--- src/core/sptim_regs.vh ---
// Purpose: Register map, field positions and reset values of the split timer
// Assumes: 32-bit register port, word aligned byte offsets
// Notes:   Overview list below, tags used in code
//
// Overview of operation
// Codes 100-111 pick pins 4-7 or triggers
// Codes 000-011 pick pins 0-3 or triggers
// Edge field chooses pin versus companion trigger for count, capture 0, capture 1
// Upper selector used only in split mode
// Upper selector fields at 4-bit steps
// Reserved bits read zero, writes dropped
// Edge codes: trigger, rise, fall, both
// Lower edge fields at bits 1:0..13:12
// Upper edge fields at bits 17:16..29:28
// Both halves have identical mode controls
// Lower mode fields at bits 1:0..8
// Upper mode fields at bits 17:16..24
// One-shot stops half after first wrap
// Direction flag: 0 up, 1 down
// Split bit selects 32-bit or two halves
// Overflow threshold FFFF->0 or FFFE->FFFF
// Underflow threshold 0->FFFF or 1->0
// Clear code 00 clears on clear event
// Clear code 01 clears on capture 0
// Clear code 10 on capture 1, capture first
// Direction control: sw or input level
// Count source: clock, input, quadrature
// Edges sampled, pulses act next cycle
// 32-bit mode carries across halves
`ifndef SPTIM_REGS_VH
`define SPTIM_REGS_VH

// ----------------------------------------------------------------
// Offsets
// ----------------------------------------------------------------
`define SPTIM_LO_SEL_OFS   8'h00
`define SPTIM_UP_SEL_OFS   8'h04
`define SPTIM_EDGE_OFS     8'h08
`define SPTIM_MODE_OFS     8'h0c
`define SPTIM_RUN_OFS      8'h10
`define SPTIM_COUNT_OFS    8'h14
`define SPTIM_CAP0_OFS     8'h18
`define SPTIM_CAP1_OFS     8'h1c

// ----------------------------------------------------------------
// Masks and reset values
// ----------------------------------------------------------------
`define SPTIM_SEL_MASK     32'h07777777
`define SPTIM_EDGE_MASK    32'h3fff3fff
`define SPTIM_MODE_MASK    32'h01ff81ff
`define SPTIM_REG_RST      32'h00000000

// ----------------------------------------------------------------
// Field positions
// ----------------------------------------------------------------
`define SPTIM_HALF_STEP    16
`define SPTIM_SEL_STEP     4
`define SPTIM_EDGE_STEP    2
`define SPTIM_CSRC_POS     0
`define SPTIM_CDIR_POS     2
`define SPTIM_CCLR_POS     4
`define SPTIM_COV_POS      6
`define SPTIM_COS_POS      8
`define SPTIM_DIR_POS      12
`define SPTIM_SPLIT_POS    15

// ----------------------------------------------------------------
// Function indices and codes
// ----------------------------------------------------------------
`define SPTIM_FN_CNT       0
`define SPTIM_FN_STR       1
`define SPTIM_FN_STP       2
`define SPTIM_FN_UD        3
`define SPTIM_FN_CLR       4
`define SPTIM_FN_RC0       5
`define SPTIM_FN_RC1       6
`define SPTIM_NUM_FN       7
`define SPTIM_EDGE_TRG     2'b00
`define SPTIM_EDGE_RISE    2'b01
`define SPTIM_EDGE_FALL    2'b10
`define SPTIM_EDGE_BOTH    2'b11
`define SPTIM_SRC_CLK      2'b00
`define SPTIM_SRC_EXT      2'b01
`define SPTIM_SRC_QUAD     2'b10
`define SPTIM_DIR_UP       2'b00
`define SPTIM_DIR_DOWN     2'b01
`define SPTIM_DIR_HI_UP    2'b10
`define SPTIM_CLR_EXT      2'b00
`define SPTIM_CLR_CAP0     2'b01
`define SPTIM_CLR_CAP1     2'b10

`endif

--- src/core/sptim_evt.v ---
// Purpose: Input select and edge detect for one timer function
// Assumes: Pin samples already synchronised
// Notes:   Combinational, the caller registers the pulse

`include "sptim_regs.vh"

module sptim_evt #(
    parameter TRG_OK = 0
) (
    input  wire [7:0] pin_s,
    input  wire [7:0] pin_p,
    input  wire [3:0] trg,
    input  wire [2:0] sel,
    input  wire [1:0] edg,
    output reg        evt,
    output wire       lvl,
    output wire       lvp
);

    // ----------------------------------------------------------------
    // Selection
    // ----------------------------------------------------------------
    assign lvl = pin_s[sel];
    assign lvp = pin_p[sel];

    // ----------------------------------------------------------------
    // Edge decode
    // ----------------------------------------------------------------
    always @* begin
        case (edg)
            `SPTIM_EDGE_TRG: evt = (TRG_OK != 0) & trg[sel[1:0]];
            `SPTIM_EDGE_RISE: evt = lvl & ~lvp;
            `SPTIM_EDGE_FALL: evt = ~lvl & lvp;
            `SPTIM_EDGE_BOTH: evt = lvl ^ lvp;
            default: evt = 1'b0;
        endcase
    end

endmodule

--- src/core/sptim_top.v ---
// Purpose: Input, edge and mode control of a 32-bit or split timer
// Assumes: Register port on ref_clk, pins asynchronous
// Notes:   Triggers come from logic on ref_clk
//
// Design decisions made here: strobed register access and the address map.

`include "sptim_regs.vh"

module sptim_top (
    input  wire        ref_clk,
    input  wire        nrst,
    input  wire [7:0]  addr,
    input  wire [31:0] wr_data,
    input  wire        wr_en,
    input  wire        rd_en,
    output reg  [31:0] rd_data,
    input  wire [7:0]  pin_in,
    input  wire [3:0]  companion_trigger,
    output reg         lower_wrap,
    output reg         upper_wrap,
    output reg         lower_run,
    output reg         upper_run
);

    // ----------------------------------------------------------------
    // Registers
    // ----------------------------------------------------------------
    reg  [31:0] lower_half_input_select_r;
    reg  [31:0] upper_half_input_select_r;
    reg  [31:0] input_edge_select_r;
    reg  [31:0] mode_r;
    reg  [1:0]  dir_r;
    reg  [31:0] cnt_r;
    reg  [31:0] cnt_nxt;
    reg  [31:0] cap0_r;
    reg  [31:0] cap1_r;
    reg  [1:0]  run_r;
    reg  [1:0]  run_nxt;
    reg  [1:0]  wrap_nxt;
    reg  [7:0]  pin_s1_r;
    reg  [7:0]  pin_s2_r;
    reg  [7:0]  pin_p_r;
    reg  [13:0] ev_r;
    reg  [1:0]  qstep_r;
    reg  [1:0]  qup_r;
    reg  [33:0] res_lo;
    reg  [33:0] res_hi;
    reg  [33:0] res_w;
    reg  [31:0] rd_nxt;

    wire        split_enable = mode_r[`SPTIM_SPLIT_POS];
    wire [13:0] ev;
    wire [13:0] lv;
    wire [13:0] lp;
    wire [1:0]  step;
    wire [1:0]  up;
    wire [1:0]  clr;
    wire [1:0]  cos;

    wire        wr_run = wr_en & (addr == `SPTIM_RUN_OFS);

    // ----------------------------------------------------------------
    // Pin synchroniser
    // ----------------------------------------------------------------
    always @(posedge ref_clk or negedge nrst) begin
        if (!nrst) begin
            pin_s1_r <= 8'h00;
            pin_s2_r <= 8'h00;
            pin_p_r  <= 8'h00;
        end else begin
            pin_s1_r <= pin_in;
            pin_s2_r <= pin_s1_r;
            pin_p_r  <= pin_s2_r;
        end
    end

    // ----------------------------------------------------------------
    // Function inputs
    // ----------------------------------------------------------------
    genvar f;
    generate
        for (f = 0; f < 2 * `SPTIM_NUM_FN; f = f + 1) begin : g_fn
            localparam H  = f / `SPTIM_NUM_FN;
            localparam FN = f % `SPTIM_NUM_FN;
            localparam TO = (FN == `SPTIM_FN_CNT) || (FN == `SPTIM_FN_RC0)
                            || (FN == `SPTIM_FN_RC1);
            wire [31:0] sel_reg = (H == 1 && split_enable) ?
                upper_half_input_select_r : lower_half_input_select_r;
            sptim_evt #(
                .TRG_OK (TO ? 1 : 0)
            ) u_evt (
                .pin_s (pin_s2_r),
                .pin_p (pin_p_r),
                .trg   (companion_trigger),
                .sel   (sel_reg[FN*`SPTIM_SEL_STEP +: 3]),
                .edg   (input_edge_select_r[H*`SPTIM_HALF_STEP
                        + FN*`SPTIM_EDGE_STEP +: 2]),
                .evt   (ev[f]),
                .lvl   (lv[f]),
                .lvp   (lp[f])
            );
        end
    endgenerate

    // ----------------------------------------------------------------
    // Event registers
    // ----------------------------------------------------------------
    always @(posedge ref_clk or negedge nrst) begin
        if (!nrst) begin
            ev_r    <= 14'h0000;
            qstep_r <= 2'b00;
            qup_r   <= 2'b00;
        end else begin
            ev_r    <= ev;
            qstep_r <= {(lv[7] ^ lp[7]) | (lv[10] ^ lp[10]),
                        (lv[0] ^ lp[0]) | (lv[3] ^ lp[3])};
            qup_r   <= {lv[7] ^ lp[10], lv[0] ^ lp[3]};
        end
    end

    // ----------------------------------------------------------------
    // Per-half controls
    // ----------------------------------------------------------------
    genvar h;
    generate
        for (h = 0; h < 2; h = h + 1) begin : g_half
            localparam B = h * `SPTIM_HALF_STEP;
            localparam E = h * `SPTIM_NUM_FN;
            wire [1:0] csrc = mode_r[B + `SPTIM_CSRC_POS +: 2];
            wire [1:0] cdir = mode_r[B + `SPTIM_CDIR_POS +: 2];
            wire [1:0] cclr = mode_r[B + `SPTIM_CCLR_POS +: 2];
            wire       udl  = lv[E + `SPTIM_FN_UD];
            assign step[h] = run_r[h] & (
                (csrc == `SPTIM_SRC_CLK) |
                ((csrc == `SPTIM_SRC_EXT) & ev_r[E + `SPTIM_FN_CNT]) |
                ((csrc == `SPTIM_SRC_QUAD) & qstep_r[h]));
            assign up[h] = (csrc == `SPTIM_SRC_QUAD) ? qup_r[h] :
                (cdir == `SPTIM_DIR_UP) ? 1'b1 :
                (cdir == `SPTIM_DIR_DOWN) ? 1'b0 :
                (cdir == `SPTIM_DIR_HI_UP) ? udl : ~udl;
            assign clr[h] =
                ((cclr == `SPTIM_CLR_EXT) & ev_r[E + `SPTIM_FN_CLR]) |
                ((cclr == `SPTIM_CLR_CAP0) & ev_r[E + `SPTIM_FN_RC0]) |
                ((cclr == `SPTIM_CLR_CAP1) & ev_r[E + `SPTIM_FN_RC1]);
            assign cos[h] = mode_r[B + `SPTIM_COS_POS];
        end
    endgenerate

    // ----------------------------------------------------------------
    // Count step: returns {ovf, unf, next}
    // ----------------------------------------------------------------
    function [33:0] sptim_calc;
        input [31:0] v;
        input [31:0] mx;
        input        st;
        input        dn_up;
        input        cl;
        input [1:0]  cov;
        reg          ovf;
        reg          unf;
        reg   [31:0] nx;
        begin
            ovf = st & dn_up & (cov[0] ? (v == mx - 32'h00000001)
                                       : (v == mx));
            unf = st & ~dn_up & (cov[1] ? (v == 32'h00000001)
                                        : (v == 32'h00000000));
            nx  = st ? (dn_up ? v + 32'h00000001 : v - 32'h00000001) : v;
            if (cl) begin
                ovf = 1'b0;
                unf = 1'b0;
                nx  = 32'h00000000;
            end
            sptim_calc = {ovf, unf, nx & mx};
        end
    endfunction

    // ----------------------------------------------------------------
    // Counter next state
    // ----------------------------------------------------------------
    always @* begin
        res_lo = sptim_calc({16'h0000, cnt_r[15:0]}, 32'h0000ffff,
                            step[0], up[0], clr[0],
                            mode_r[`SPTIM_COV_POS +: 2]);
        res_hi = sptim_calc({16'h0000, cnt_r[31:16]}, 32'h0000ffff,
                            step[1], up[1], clr[1],
                            mode_r[`SPTIM_HALF_STEP + `SPTIM_COV_POS +: 2]);
        res_w  = sptim_calc(cnt_r, 32'hffffffff, step[0], up[0], clr[0],
                            mode_r[`SPTIM_COV_POS +: 2]);
        if (split_enable) begin
            cnt_nxt  = {res_hi[15:0], res_lo[15:0]};
            wrap_nxt = {res_hi[33] | res_hi[32], res_lo[33] | res_lo[32]};
        end else begin
            cnt_nxt  = res_w[31:0];
            wrap_nxt = {1'b0, res_w[33] | res_w[32]};
        end
        run_nxt = run_r;
        if (ev_r[`SPTIM_FN_STR])
            run_nxt[0] = 1'b1;
        if (ev_r[`SPTIM_NUM_FN + `SPTIM_FN_STR])
            run_nxt[1] = 1'b1;
        if (ev_r[`SPTIM_FN_STP])
            run_nxt[0] = 1'b0;
        if (ev_r[`SPTIM_NUM_FN + `SPTIM_FN_STP])
            run_nxt[1] = 1'b0;
        run_nxt = run_nxt & ~(wrap_nxt & cos);
        if (wr_run) begin
            if (wr_data[0] & ~wr_data[1])
                run_nxt[0] = 1'b1;
            if (wr_data[1] & ~wr_data[0])
                run_nxt[0] = 1'b0;
            if (wr_data[2] & ~wr_data[3])
                run_nxt[1] = 1'b1;
            if (wr_data[3] & ~wr_data[2])
                run_nxt[1] = 1'b0;
        end
    end

    // ----------------------------------------------------------------
    // Counter, capture, run and direction state
    // ----------------------------------------------------------------
    always @(posedge ref_clk or negedge nrst) begin
        if (!nrst) begin
            cnt_r  <= `SPTIM_REG_RST;
            cap0_r <= `SPTIM_REG_RST;
            cap1_r <= `SPTIM_REG_RST;
            run_r  <= 2'b00;
            dir_r  <= 2'b00;
        end else begin
            if (wr_en && addr == `SPTIM_COUNT_OFS)
                cnt_r <= wr_data;
            else
                cnt_r <= cnt_nxt;
            if (split_enable) begin
                if (ev_r[`SPTIM_FN_RC0])
                    cap0_r[15:0] <= cnt_r[15:0];
                if (ev_r[`SPTIM_FN_RC1])
                    cap1_r[15:0] <= cnt_r[15:0];
                if (ev_r[`SPTIM_NUM_FN + `SPTIM_FN_RC0])
                    cap0_r[31:16] <= cnt_r[31:16];
                if (ev_r[`SPTIM_NUM_FN + `SPTIM_FN_RC1])
                    cap1_r[31:16] <= cnt_r[31:16];
            end else begin
                if (ev_r[`SPTIM_FN_RC0])
                    cap0_r <= cnt_r;
                if (ev_r[`SPTIM_FN_RC1])
                    cap1_r <= cnt_r;
            end
            run_r <= run_nxt;
            dir_r <= ~up;
        end
    end

    // ----------------------------------------------------------------
    // Register writes
    // ----------------------------------------------------------------
    always @(posedge ref_clk or negedge nrst) begin
        if (!nrst) begin
            lower_half_input_select_r <= `SPTIM_REG_RST;
            upper_half_input_select_r <= `SPTIM_REG_RST;
            input_edge_select_r       <= `SPTIM_REG_RST;
            mode_r                    <= `SPTIM_REG_RST;
        end else if (wr_en) begin
            case (addr)
                `SPTIM_LO_SEL_OFS:
                    lower_half_input_select_r <= wr_data & `SPTIM_SEL_MASK;
                `SPTIM_UP_SEL_OFS:
                    upper_half_input_select_r <= wr_data & `SPTIM_SEL_MASK;
                `SPTIM_EDGE_OFS:
                    input_edge_select_r <= wr_data & `SPTIM_EDGE_MASK;
                `SPTIM_MODE_OFS:
                    mode_r <= wr_data & `SPTIM_MODE_MASK;
                default: ;
            endcase
        end
    end

    // ----------------------------------------------------------------
    // Read port
    // ----------------------------------------------------------------
    always @* begin
        case (addr)
            `SPTIM_LO_SEL_OFS: rd_nxt = lower_half_input_select_r;
            `SPTIM_UP_SEL_OFS: rd_nxt = upper_half_input_select_r;
            `SPTIM_EDGE_OFS:   rd_nxt = input_edge_select_r;
            `SPTIM_MODE_OFS: begin
                rd_nxt = mode_r;
                rd_nxt[`SPTIM_DIR_POS] = dir_r[0];
                rd_nxt[`SPTIM_HALF_STEP + `SPTIM_DIR_POS] = dir_r[1];
            end
            `SPTIM_RUN_OFS:    rd_nxt = {30'h0, run_r};
            `SPTIM_COUNT_OFS:  rd_nxt = cnt_r;
            `SPTIM_CAP0_OFS:   rd_nxt = cap0_r;
            `SPTIM_CAP1_OFS:   rd_nxt = cap1_r;
            default:           rd_nxt = 32'h00000000;
        endcase
    end

    // ----------------------------------------------------------------
    // Outputs
    // ----------------------------------------------------------------
    always @(posedge ref_clk or negedge nrst) begin
        if (!nrst) begin
            rd_data    <= 32'h00000000;
            lower_wrap <= 1'b0;
            upper_wrap <= 1'b0;
            lower_run  <= 1'b0;
            upper_run  <= 1'b0;
        end else begin
            rd_data    <= rd_en ? rd_nxt : 32'h00000000;
            lower_wrap <= wrap_nxt[0];
            upper_wrap <= wrap_nxt[1];
            lower_run  <= run_nxt[0];
            upper_run  <= run_nxt[1];
        end
    end

endmodule

--- config.mk ---
export PLATFORM = sky130hd
export DESIGN_NAME = sptim_top
export DESIGN_NICKNAME = d
export VERILOG_FILES = /design/src/core/sptim_evt.v /design/src/core/sptim_top.v
export VERILOG_INCLUDE_DIRS = /design/src /design/src/core
export SDC_FILE = /design/constraint.sdc
export NUM_CORES = 1
export LEC_CHECK = 0
export BUFFER_PORTS_ARGS = -buffer_cell sky130_fd_sc_hd__buf_2
export CAP_MARGIN = 40
export CORE_MARGIN = 4
export CORE_UTILIZATION = 35
export CTS_CLUSTER_SIZE = 24
export DETAILED_ROUTE_END_ITERATION = 7
export HOLD_SLACK_MARGIN = 0.05
export PLACE_DENSITY_LB_ADDON = 0.1
export SYNTH_ARGS = -nofsm -noshare
export SYNTH_HDL_FRONTEND = slang
export SYNTH_SLANG_ARGS = --single-unit
--- constraint.sdc ---
create_clock -name ref_clk -period 4 [get_ports ref_clk]
set_clock_uncertainty 0.05 [all_clocks]
set_input_delay 1.2 -clock ref_clk [delete_from_list [all_inputs] [get_ports ref_clk]]
set_output_delay 1.2 -clock ref_clk [all_outputs]
set_load 0.01 [all_outputs]
# [Word-level counts from Yosys, hierarchy flattened]
# Cells that the tools add are included.
[word_totals] register_bits=267
[classes] n_addsub=6 order_cmp=20 eq_ne=73 muxes=134 bitwise_logic=122 reduce_logical=36
[op_table] op="$mux W32" n=10
[op_table] op="$pmux W32 S8" n=1
[op_table] op="$mux W16" n=10
[op_table] op="$bmux W1 S3" n=28
[op_table] op="$eq A2 B2 Y1 const B" n=34
[op_table] op="$eq A16 B16 Y1 const B" n=4
[op_table] op="$eq A32 B32 Y1 const B" n=2
[op_table] op="$mux W1" n=62
[op_table] op="$lt A3 B4 Y1 const B" n=14
[op_table] op="$pmux W1 S4" n=14
[op_table] op="$and A1 B1 Y1" n=55
[op_table] op="$eq A2 B1 Y1 const B" n=20
[op_table] op="$logic_not A2 Y1" n=20
[op_table] op="$not A1 Y1" n=34
[op_table] op="$add A16 B1 Y16 const B" n=2
[op_table] op="$add A32 B1 Y32 const B" n=1
[op_table] op="$eq A16 B1 Y1 const B" n=2
[op_table] op="$eq A32 B1 Y1 const B" n=1
[op_table] op="$eq A8 B5 Y1 const B" n=4
[op_table] op="$logic_not A16 Y1" n=2
[op_table] op="$logic_not A32 Y1" n=1
[op_table] op="$sub A16 B1 Y16 const B" n=2
[op_table] op="$sub A32 B1 Y32 const B" n=1
[op_table] op="$mux W27" n=1
[op_table] op="other kinds (17)" n=66

# [Depth between registers and ports, before layout]
# Gate-level depths: netlist (run 1).
[logic_depth] depth_word=20 ltp_mapped=12 ltp_nobuf=10

# [Hierarchy]
# A second synthesis (run 1) with hierarchy kept.
[unflattened] cells_unflattened=1413 hier_area_um2=16118.0
[by_module_without_submodules] module="sptim_top" instances=1 cells_each=1203 area_each_um2=13227.7 seq_area_each_um2=6581.3
[by_module_without_submodules] module="sptim_evt at g_fn[10].u_evt ..." instances=8 cells_each=15 area_each_um2=183.9 seq_area_each_um2=0.0
[by_module_without_submodules] module="sptim_evt at g_fn[0].u_evt ..." instances=6 cells_each=15 area_each_um2=236.5 seq_area_each_um2=0.0

# [Least setup slack after synthesis (run 1)]
# No wires, ideal clock.
[synth_timing] path_kind="input port to flip-flop" startpoint="input addr[1]" endpoint="register cnt_r[18]" setup_time_ps=95 t_arrival_ps=3181 required_time_ps=3855 slack_ps=674 cell_stages=10 n_path_buf=1 path_cell_list="or4_1 -> nor2_1 -> nand2_1 -> or3_1 -> clkbuf_1 -> nand2_1 -> o22ai_1 -> or2_2 -> o22a_1 -> o31ai_1"
[synth_via] elab_chain_len=4 elab_cells_between_ends=6 classes_between="eq/ne (2); mux (1); reduce/logical (3)"
[synth_rtl] item="from (decl)" line="sptim_top.v:12" source="input wire [7:0] addr,"
[synth_rtl] item="$eq A8 B5 Y1 *"
[synth_rtl] item="$logic_and A1 B1 Y1 (no line) *"
[synth_rtl] item="$ne A4 B1 Y1 (no line) or $reduce_bool A4 Y1 (tied branches)"
[synth_rtl] item="$reduce_and A2 Y1 (no line)"
[synth_rtl] item="to (signal assigned)" line="sptim_top.v:223" source="cnt_r <= `SPTIM_REG_RST;"
[synth_rtl] item="to (signal assigned)" line="sptim_top.v:230" source="cnt_r <= wr_data;"
[synth_rtl] item="to (signal assigned)" line="sptim_top.v:232" source="cnt_r <= cnt_nxt;"
[synth_rtl] item="to (decl)" line="sptim_top.v:33" source="reg [31:0] cnt_r;"
# Mark *: on every way between the ends. The rest lies on a longest branch, timed or not.
# A chain may end at the register's enable or synchronous reset.

# [Final worst setup path (run 1)]
[layout_timing] startpoint="register mode_r[15]" endpoint="register cnt_r[30]"
[layout_via] elab_chain_len=13 elab_cells_between_ends=16 classes_between="eq/ne (1); mux (12); bitwise (1); reduce/logical (2)"
[layout_rtl] item="from (decl)" line="sptim_top.v:31" source="reg [31:0] mode_r;"
[layout_rtl] item="from (signal assigned)" line="sptim_top.v:261" source="mode_r <= `SPTIM_REG_RST;"
[layout_rtl] item="from (signal assigned)" line="sptim_top.v:271" source="mode_r <= wr_data & `SPTIM_MODE_MASK;"
[layout_rtl] item="$mux W27"
[layout_rtl] item="$bmux W1 S3" line="sptim_evt.v:23" source="assign lvl = pin_s[sel];"
[layout_rtl] item="$mux W1 (not written as such)" line="sptim_evt.v:23"
[layout_rtl] item="$not A1 Y1" line="sptim_top.v:140" source="(cdir == `SPTIM_DIR_HI_UP) ? udl : ~udl;"
[layout_rtl] item="$mux W1" line="sptim_top.v:140"
[layout_rtl] item="$mux W1" line="sptim_top.v:139" source="(cdir == `SPTIM_DIR_DOWN) ? 1'b0 :"
[layout_rtl] item="$mux W1" line="sptim_top.v:138" source="(cdir == `SPTIM_DIR_UP) ? 1'b1 :"
[layout_rtl] item="$mux W1" line="sptim_top.v:137" source="assign up[h] = (csrc == `SPTIM_SRC_QUAD) ? qup_r[h] :"
[layout_rtl] item="$mux W16 (2 in a row)" line="sptim_top.v:167" source="nx = st ? (dn_up ? v + 32'h00000001 : v - 32'h00000001) : v;"
[layout_rtl] item="$mux W16" line="sptim_top.v:168" source="if (cl) begin"
[layout_rtl] item="$mux W32" line="sptim_top.v:189" source="if (split_enable) begin"
[layout_rtl] item="$mux W32" line="sptim_top.v:229" source="if (wr_en && addr == `SPTIM_COUNT_OFS)"
# Parallel ways exist; a longest one is shown, timed or not. The select of a mux whose other input is x is not followed.

==> results.json, run 1 <==
{
  "outcome": "finished clean",
  "hold_viol": 0,
  "clkLatencyLatePin_ns": 0.57,
  "crit_required_ns": 4.45,
  "vias_per_cell": 5.87,
  "maxSlewHeadroom_pct": 41.9,
  "cap_viol_max_count": 0,
  "syn_area_um2": 15300,
  "wl_mm": 55.0,
  "grtUsageMet3_pct": 4.09,
  "drt-initial-drc-count": 1022,
  "syn_nets": 1474,
  "cts_sinks": 263,
  "critPathMaxFanout": 25,
  "htree_levels": 1,
  "cts_max_path_buffers": 3,
  "p_leak_nw": 7.44,
  "globalRouteMet1Util_pct": 32.3,
  "root_buffer": "clkbuf_16",
  "max_freq_mhz": 276,
  "setup_tns_ns": 0,
  "cts_buffers": 31,
  "initial_core_util_pct": 35.5,
  "async_flop_share_pct": 100,
  "rows": 76,
  "detail-route-antenna-nets": 0,
  "grt.overflow.total": 0,
  "rsz0062_at_grt": "no",
  "crit_type": "reg2reg",
  "worst_slew_pin_slew_ns": 0.860,
  "port_buffers": 91,
  "slew_viol_final": 0,
  "avgSynthCellArea_um2": 11.1,
  "dp.cells": 2013,
  "post_cts.repair.setup_buffers": 0,
  "grt.busiest_layer": "met2",
  "dp_hpwl_mm": 39.6,
  "holdCritPathClass": "reg2reg",
  "antenna_found_initial": 4,
  "synthFlopType": "dfrtp_1",
  "final_cells": 2068,
  "setup_violations": 0,
  "finalPower_mw": 7.60,
  "ys_ff_latch": 263,
  "dieArea_um2": 47200,
  "irDropWorstVdd_uv": 288,
  "fin_area_um2": 17700,
  "cts_tree": "done",
  "vias": 12100,
  "die_y_um": 217,
  "diodes": 0,
  "globalplace.congestion": 0.933,
  "core_area_um2": 43200,
  "power_per_cell_area_nw_per_um2": 430,
  "grt_use_met2_pct": 36.8,
  "ys_seq_area_share_pct": 42.9,
  "cts_resized": 0,
  "synth_cell_types": 71,
  "nets": 1549,
  "wire_per_inst_um": 26.6,
  "period_minus_slack_ns": 3.63,
  "netlist_instances": 1386,
  "drcViolationCount": 0,
  "period_share_pct": 90.7,
  "placed_area_um2": 16700,
  "fp.dieW_um": 217,
  "grt_pass1_wl_mm": 81.7,
  "grt_pass1_vias": 12000,
  "grt_max_degree": 72,
  "holdBufCountCts": 0,
  "area_growth_pct": 15.3,
  "synth_edf_count": 0,
  "firstDrtPassIters": 5,
  "drive_gt1_share_pct": 30.3,
  "start_kind": "flip-flop",
  "timing.critical_path.to_type": "flip-flop",
  "io_pins": 92,
  "grtUsageTotal_pct": 23.0,
  "worstPathArrival_ns": 4.07,
  "clk_pin_slew_ns": 0.06,
  "ys_warn_count": 0
}
-- cell usage after synthesis, types with 32 or more instances --
| cell | count | area [um2] |
|---|---|---|
| ha_1 | 32 | 400 |
| a22oi_1 | 59 | 443 |
| nand2_1 | 102 | 383 |
| inv_1 | 55 | 206 |
| nor2_1 | 73 | 274 |
| o21ai_0 | 42 | 210 |
| a21oi_1 | 34 | 170 |
| clkbuf_1 | 94 | 353 |
| mux2_2 | 155 | 1750 |
| mux2i_1 | 64 | 641 |
| dfrtp_1 | 263 | 6580 |
| mux4_2 | 63 | 1420 |
-- power by group --
group          internal [mW]  leakage, nW  switching, mW
Combinational          0.689         3.55          0.825
Clock                   1.55        0.459           1.12
Sequential              2.96         3.43          0.456
-- cell usage in the layout, fill, tap and decap left out, types with 32 or more instances in the layout --
cell     count
a22oi_1     59
o21ai_0     42
a21oi_1     34
ha_1        32
buf_2       90
mux4_2      63
mux2_2     155
nand2_1    102
buf_4       59
mux2i_1     62
inv_1       55
nor2_1      67
dfrtp_1    262
-- logic make-up after synthesis --
family / Yosys count / share of synthesized area (%)
DFF: 263 / 42.9
buffers and inverters: 173 / 4.45
xor gates and xnor gates: 30 / 1.71
and+or+nand+nor: 323 / 10.3
adders and majority gates: 32 / 2.61
AOI/OAI and AO/OA: 283 / 13.1
muxes: 282 / 24.8
-- through the flow --
step,hold WS (ns),utilization (%),worst slack [ns]
6_report,0.296,40.9,0.371
5_1_grt,0.309,40.9,0.253
4_1_cts,0.299,40.9,0.429
3_5_place_dp,0.286,38.7,0.381
3_3_place_gp,0.284,38.7,0.399
2_1_floorplan,0.281,-,0.674
-- final timing paths --
check	cells past startpoint	start	endpoint	slack, ns
worst max register to register	8	mode_r[15]	cnt_r[30]	0.37
worst min-delay path	0	pin_s1_r[3]	pin_s2_r[3]	0.30
max in group asynchronous	2	nrst	input_edge_select_r[18]	2.56
worst min register to register	0	pin_s1_r[3]	pin_s2_r[3]	0.30
min in group asynchronous	1	nrst	rd_data[14]	0.54
worst max-delay path	8	mode_r[15]	cnt_r[30]	0.37
-- worst max-delay path, stage by stage (launching register included) --
cell,delay [ns]
dfrtp_2,0.60
buf_4,0.52
o211a_1,0.64
a22o_1,0.67
nor2_1,0.29
o21ai_0,0.34
and3_1,0.21
a211oi_1,0.05
a31oi_1,0.13
-- metal layers --
layer	vias up	wire length, um
li1	5360	-
met1	6296	24600
met2	396	25400
met3	78	3320
met4	6	1630
met5	-	46
-- layout make-up --
cell class,count,area (um2)
Clock buffer,50,917
Clock inverter,5,30.0
Fill cell,4222,25500
Inverter,56,211
Multi-Input combinational cell,950,8110
Sequential cell,263,6580
Tap cell,585,732
Timing Repair Buffer,159,1080
Power figures use the tool's default switching activity.
==> run 2: changes to the inputs <==
--- a/config.mk
+++ b/config.mk
@@ -9,7 +9,7 @@
 export BUFFER_PORTS_ARGS = -buffer_cell sky130_fd_sc_hd__buf_2
 export CAP_MARGIN = 40
 export CORE_MARGIN = 4
-export CORE_UTILIZATION = 35
+export CORE_UTILIZATION = 60
 export CTS_CLUSTER_SIZE = 24
 export DETAILED_ROUTE_END_ITERATION = 7
 export HOLD_SLACK_MARGIN = 0.05
==> results.json, run 2 (synthesis results as in run 1) <==
{
  "vias": 12500,
  "irDropWorstVdd_uv": 427,
  "io_pins": 92,
  "critPathMaxFanout": 16,
  "crit_type": "reg2reg",
  "setup_tns_ns": 0,
  "period_minus_slack_ns": 3.54,
  "clkLatencyLatePin_ns": 0.56,
  "worstPathCellList": "or2b_1, a22o_1, a22oi_1, a41o_1, a311oi_2, nand2_4, clkinv_2, or3_1, a32o_1, a311o_1",
  "rows": 58,
  "initial_core_util_pct": 60.9,
  "pre_cts_slack_ns": 0.333,
  "layout_commonest_cell": "dfrtp_1",
  "cp_slowest_cell": "dfrtp_1",
  "p_leak_nw": 7.46,
  "antenna_found_initial": 2,
  "layout_common_cells": "263 x dfrtp_1, 155 x mux2_2, 102 x nand2_1",
  "core_area_um2": 25200,
  "fp.dieW_um": 168,
  "outcome": "finished clean",
  "wl_mm": 49.0,
  "clk_pin_slew_ns": 0.06,
  "max_freq_mhz": 282,
  "drcViolationCount": 0,
  "start_kind": "flip-flop",
  "dp_hpwl_mm": 34.9,
  "grt_pass1_vias": 12300,
  "area_growth_pct": 13.1,
  "hold_viol": 0,
  "port_buffers": 91,
  "holdCritPathClass": "reg2reg",
  "globalplace.congestion": 0.991,
  "cts_tree": "done",
  "cts_max_path_buffers": 3,
  "period_share_pct": 88.6,
  "cts_resized": 0,
  "slew_viol_final": 0,
  "timing.critical_path.to_type": "flip-flop",
  "die_y_um": 168,
  "worst_slew_pin_slew_ns": 0.773,
  "firstDrtPassIters": 8,
  "worstPathArrival_ns": 3.93,
  "maxSlewHeadroom_pct": 47.0,
  "rsz0062_at_grt": "no",
  "vias_per_cell": 6.94,
  "cts_buffers": 28,
  "drive_gt1_share_pct": 30.3,
  "root_buffer": "clkbuf_16",
  "wire_per_inst_um": 27.1,
  "detail-route-antenna-nets": 0,
  "layout_setup_ws_ns": 0.457,
  "drt-initial-drc-count": 1497,
  "grt_max_degree": 89,
  "slowest_delay_ns": 0.59,
  "nets": 1544,
  "power_per_cell_area_nw_per_um2": 449,
  "fillers": 1916,
  "crit_required_ns": 4.39,
  "grt.overflow.total": 0,
  "cts_sinks": 263,
  "holdBufCountCts": 0,
  "final_core_util_pct": 68.8,
  "cap_viol_max_count": 0,
  "htree_levels": 1,
  "grtUsageTotal_pct": 34.3,
  "setup_violations": 0,
  "grt_pass1_wl_mm": 74.9,
  "post_cts.repair.setup_buffers": 0,
  "dieArea_um2": 28200
}
-- run 2: changes by cell type in the layout (fill, tap and decap cells not counted), moves of 4 or more --
| cell | delta |
|---|---|
| buf_4 | +4 |
| buf_12 | -5 |
| clkbuf_1 | -7 |
| bufinv_16 | +6 |
-- run 2: area by class of cell --
type	instances	area [um2]	share of cell area, %
Multi-Input combinational cell	950	8100	46.7
Inverter	56	211	1.22
Tap cell	330	413	2.38
Sequential cell	263	6580	38.0
Timing Repair Buffer	157	998	5.76
Clock inverter	12	214	1.23
Antenna cell	1	2.50	0.0144
Clock buffer	39	813	4.69
-- run 2: path summary, 6_finish.rpt --
path / from / to / slack (ns) / cells after the start
max reg2reg: pin_s2_r[1] / cnt_r[27] / 0.46 / 10
min: pin_s1_r[7] / pin_s2_r[7] / 0.30 / 0
max in group asynchronous: nrst / cap1_r[27] / 2.48 / 2
min in group asynchronous: nrst / cap0_r[10] / 0.58 / 1
min reg2reg: pin_s1_r[7] / pin_s2_r[7] / 0.30 / 0
max: pin_s2_r[1] / cnt_r[27] / 0.46 / 10
-- run 2: worst max-delay path: cells and delay by family (launching register included) --
kind / cells / cell delay (ns)
buf+inv: 1 / 0.28
simple gates: 3 / 0.96
flops: 1 / 0.59
compound gates: 6 / 1.55
-- run 2: per-layer routing --
layer | up-vias | wire length (um) | GRT usage, %
met5 | - | 0 | 0
met4 | 0 | 1720 | 10.8
met3 | 122 | 5140 | 7.16
met2 | 763 | 22200 | 53.1
met1 | 6322 | 19900 | 49.4
li1 | 5333 | - | -
-- run 2: stage by stage --
step,total power [mW],cell area (um2),std cells,hold slack [ns]
after floorplan,4.31,15300,1386,0.281
after global placement,4.85,16300,1755,0.285
after detailed placement,4.90,16300,1756,0.285
after CTS,7.78,17300,1807,0.298
after global routing,8.10,17300,1808,0.303
final,7.78,17300,1808,0.295
-- run 2: power by group --
| part | leakage, nW | internal [mW] | switching [mW] |
|---|---|---|---|
| clock network | 0.508 | 1.80 | 1.07 |
| logic | 3.52 | 0.688 | 0.827 |
| registers | 3.43 | 2.96 | 0.434 |
==> run 3: changes to the inputs <==
--- a/config.mk
+++ b/config.mk
@@ -6,6 +6,7 @@
 export SDC_FILE = /design/constraint.sdc
 export NUM_CORES = 1
 export LEC_CHECK = 0
+export ABC_AREA = 1
 export BUFFER_PORTS_ARGS = -buffer_cell sky130_fd_sc_hd__buf_2
 export CAP_MARGIN = 40
 export CORE_MARGIN = 4
==> results.json, run 3 <==
{
  "cap_viol_max_count": 0,
  "drcViolationCount": 2,
  "fillers": 2541,
  "syn_nets": 2510,
  "dp.cells": 2802,
  "final_core_util_pct": 67.3,
  "synth_commonest_cells": "578 x nand2_1, 299 x o21ai_0, 263 x dfrtp_1",
  "avgSynthCellArea_um2": 7.12,
  "seq_area_um2": 6580,
  "setup_violations": 0,
  "start_kind": "flip-flop",
  "drive_gt1_share_pct": 11.5,
  "htree_levels": 1,
  "setup_tns_ns": 0,
  "synth_most_common_cell": "nand2_1",
  "hold_viol": 0,
  "cts_tree": "done",
  "die_y_um": 178,
  "synth.area.top_cells": "dfrtp_1 38%, nand2_1 13%, o21ai_0 8.7%",
  "async_flop_share_pct": 100,
  "ys_warn_count": 0,
  "holdCritPathClass": "reg2reg",
  "r2r_cells": 13,
  "layout_common_cells": "578 x nand2_1, 298 x o21ai_0, 262 x dfrtp_1",
  "layout_commonest_cell": "nand2_1",
  "cts_max_path_buffers": 3,
  "clkLatencyLatePin_ns": 0.54,
  "grt.overflow.total": 0,
  "timing.critical_path.to_type": "flip-flop",
  "period_minus_slack_ns": 3.29,
  "placed_area_um2": 17900,
  "synth_cell_types": 60,
  "rows": 61,
  "cts_resized": 0,
  "rrSetupSlack_ns": 0.71,
  "multi_input_area_um2": 8940,
  "cts_sinks": 263,
  "area_growth_pct": 9.63,
  "drt-initial-drc-count": 2798,
  "nets": 2541,
  "syn_area_um2": 17300,
  "ys_seq_area_share_pct": 38.1,
  "crit_type": "reg2reg",
  "core_area_um2": 28100,
  "worst_slew_pin_slew_ns": 0.869,
  "synth_edf_count": 0,
  "critPathMaxFanout": 26,
  "p_leak_nw": 8.96,
  "worstHoldStart": "pin_s1_r[4]",
  "grtUsageTotal_pct": 40.2,
  "fin_area_um2": 18900,
  "netlist_instances": 2422,
  "vias_per_cell": 6.28,
  "min_path_cells": 0,
  "antenna_found_initial": 1,
  "grt_pass1_wl_mm": 97.4,
  "r2r-end": "ev_r[11]",
  "globalplace.congestion": 1.03,
  "crit_required_ns": 4.40,
  "synth_top_area_share_pct": 38.1,
  "hold_slack_ns": 0.301,
  "ys_ff_latch": 263,
  "power_per_cell_area_nw_per_um2": 544,
  "io_pins": 92,
  "grt_max_degree": 82,
  "firstDrtPassIters": 8,
  "violations": "design-rule violations",
  "max_freq_mhz": 304,
  "irDropWorstVdd_uv": 507,
  "dieArea_um2": 31500,
  "post_cts.repair.setup_buffers": 0,
  "wire_per_inst_um": 22.5,
  "grt_pass1_vias": 16600,
  "final_cells": 2853,
  "dp_hpwl_mm": 46.4,
  "worstPathArrival_ns": 3.69,
  "port_buffers": 91,
  "cts_buffers": 27,
  "vias": 17900,
  "wl_mm": 64.3,
  "fp.dieW_um": 178,
  "period_share_pct": 82.3,
  "crit-reg2reg-launch": "mode_r[15]",
  "synth_top_cell_by_area": "dfrtp_1",
  "maxSlewHeadroom_pct": 42.0,
  "holdBufCountCts": 0,
  "outcome": "finished with violations",
  "synthFlopType": "dfrtp_1",
  "initial_core_util_pct": 61.4,
  "holdPathEnd": "pin_s2_r[4]",
  "rsz0062_at_grt": "no",
  "detail-route-antenna-nets": 0,
  "clk_pin_slew_ns": 0.07,
  "root_buffer": "clkbuf_16",
  "slew_viol_final": 0
}
==> run 3: changes by cell type in the layout (fill, tap and decap cells not counted), moves of 62 or more <==
cell,delta
nand2_1,+476
mux2i_1,-62
mux2_2,-155
o21ai_0,+256
nor2_1,+119
nand3_1,+105
mux4_2,-63
inv_1,+202
a21oi_1,+158
==> run 3: critical path, cell delays in order (launching register included) <==
cell and delay (ns):
dfrtp_2 0.81, buf_4 0.35, nand2_1 0.07, o21ai_1 0.19, inv_1 0.24, a21oi_1 0.18, o21ai_0 0.12, nand2_1 0.10
inv_1 0.04, o21ai_1 0.22, inv_1 0.07, ha_1 0.28, or2_2 0.29, a31oi_1 0.15
==> run 3: per-layer routing <==
metal  vias up  GRT usage, %  wire, um
li1       8034             -         -
met1      8338          57.4     25500
met2      1314          59.9     27500
met3       217          7.31      7820
met4         0          18.1      3430
met5         -             0         0
==> run 3: worst max path at each step <==
stage	start	to	cells past startpoint
after floorplan	addr[7]	cnt_r[29]	14
after global placement	addr[5]	rd_data[21]	10
after detailed placement	addr[7]	cnt_r[23]	15
after CTS	mode_r[15]	ev_r[11]	13
after global routing	mode_r[15]	ev_r[12]	14
final	mode_r[15]	ev_r[11]	13
==> run 3: cells by family (layout without fill, tap and decap cells) <==
family                   after synthesis  count (layout)  share of synthesized area (%)
AO/OA/AOI/OAI                        638             638                           20.8
XOR/XNOR                              65              65                           3.34
adder cells (fa/ha/maj)               32              32                           2.32
buffers and inverters                414             466                           10.1
flip-flops                           263             263                           38.1
other                                  0               1                              0
AND/OR/NAND/NOR                     1010            1010                           25.3
==> run 3: layout make-up <==
class                      count  area share (%)
clock buffer                  35            4.05
inverter                     284            5.66
timing repair buffer         132            4.45
clock inverter                15            1.28
multi-input combinational   1745            47.3
sequential                   263            34.8
tap                          378            2.50
antenna                        1          0.0132
==> run 3: power breakdown <==
| part | total, mW | internal, mW | switching (mW) |
|---|---|---|---|
| clock | 2.85 | 1.74 | 1.11 |
| sequential | 3.88 | 3.18 | 0.706 |
| combinational | 3.56 | 1.13 | 2.43 |
| total | 10.3 | 6.05 | 4.24 |
==> run 3: through the flow <==
step | setup slack (ns) | power [mW]
after floorplan | 1.36 | 6.19
after global placement | 0.531 | 7.19
after detailed placement | 0.449 | 7.30
after CTS | 0.741 | 10.1
after global routing | 0.545 | 10.8
final | 0.707 | 10.3
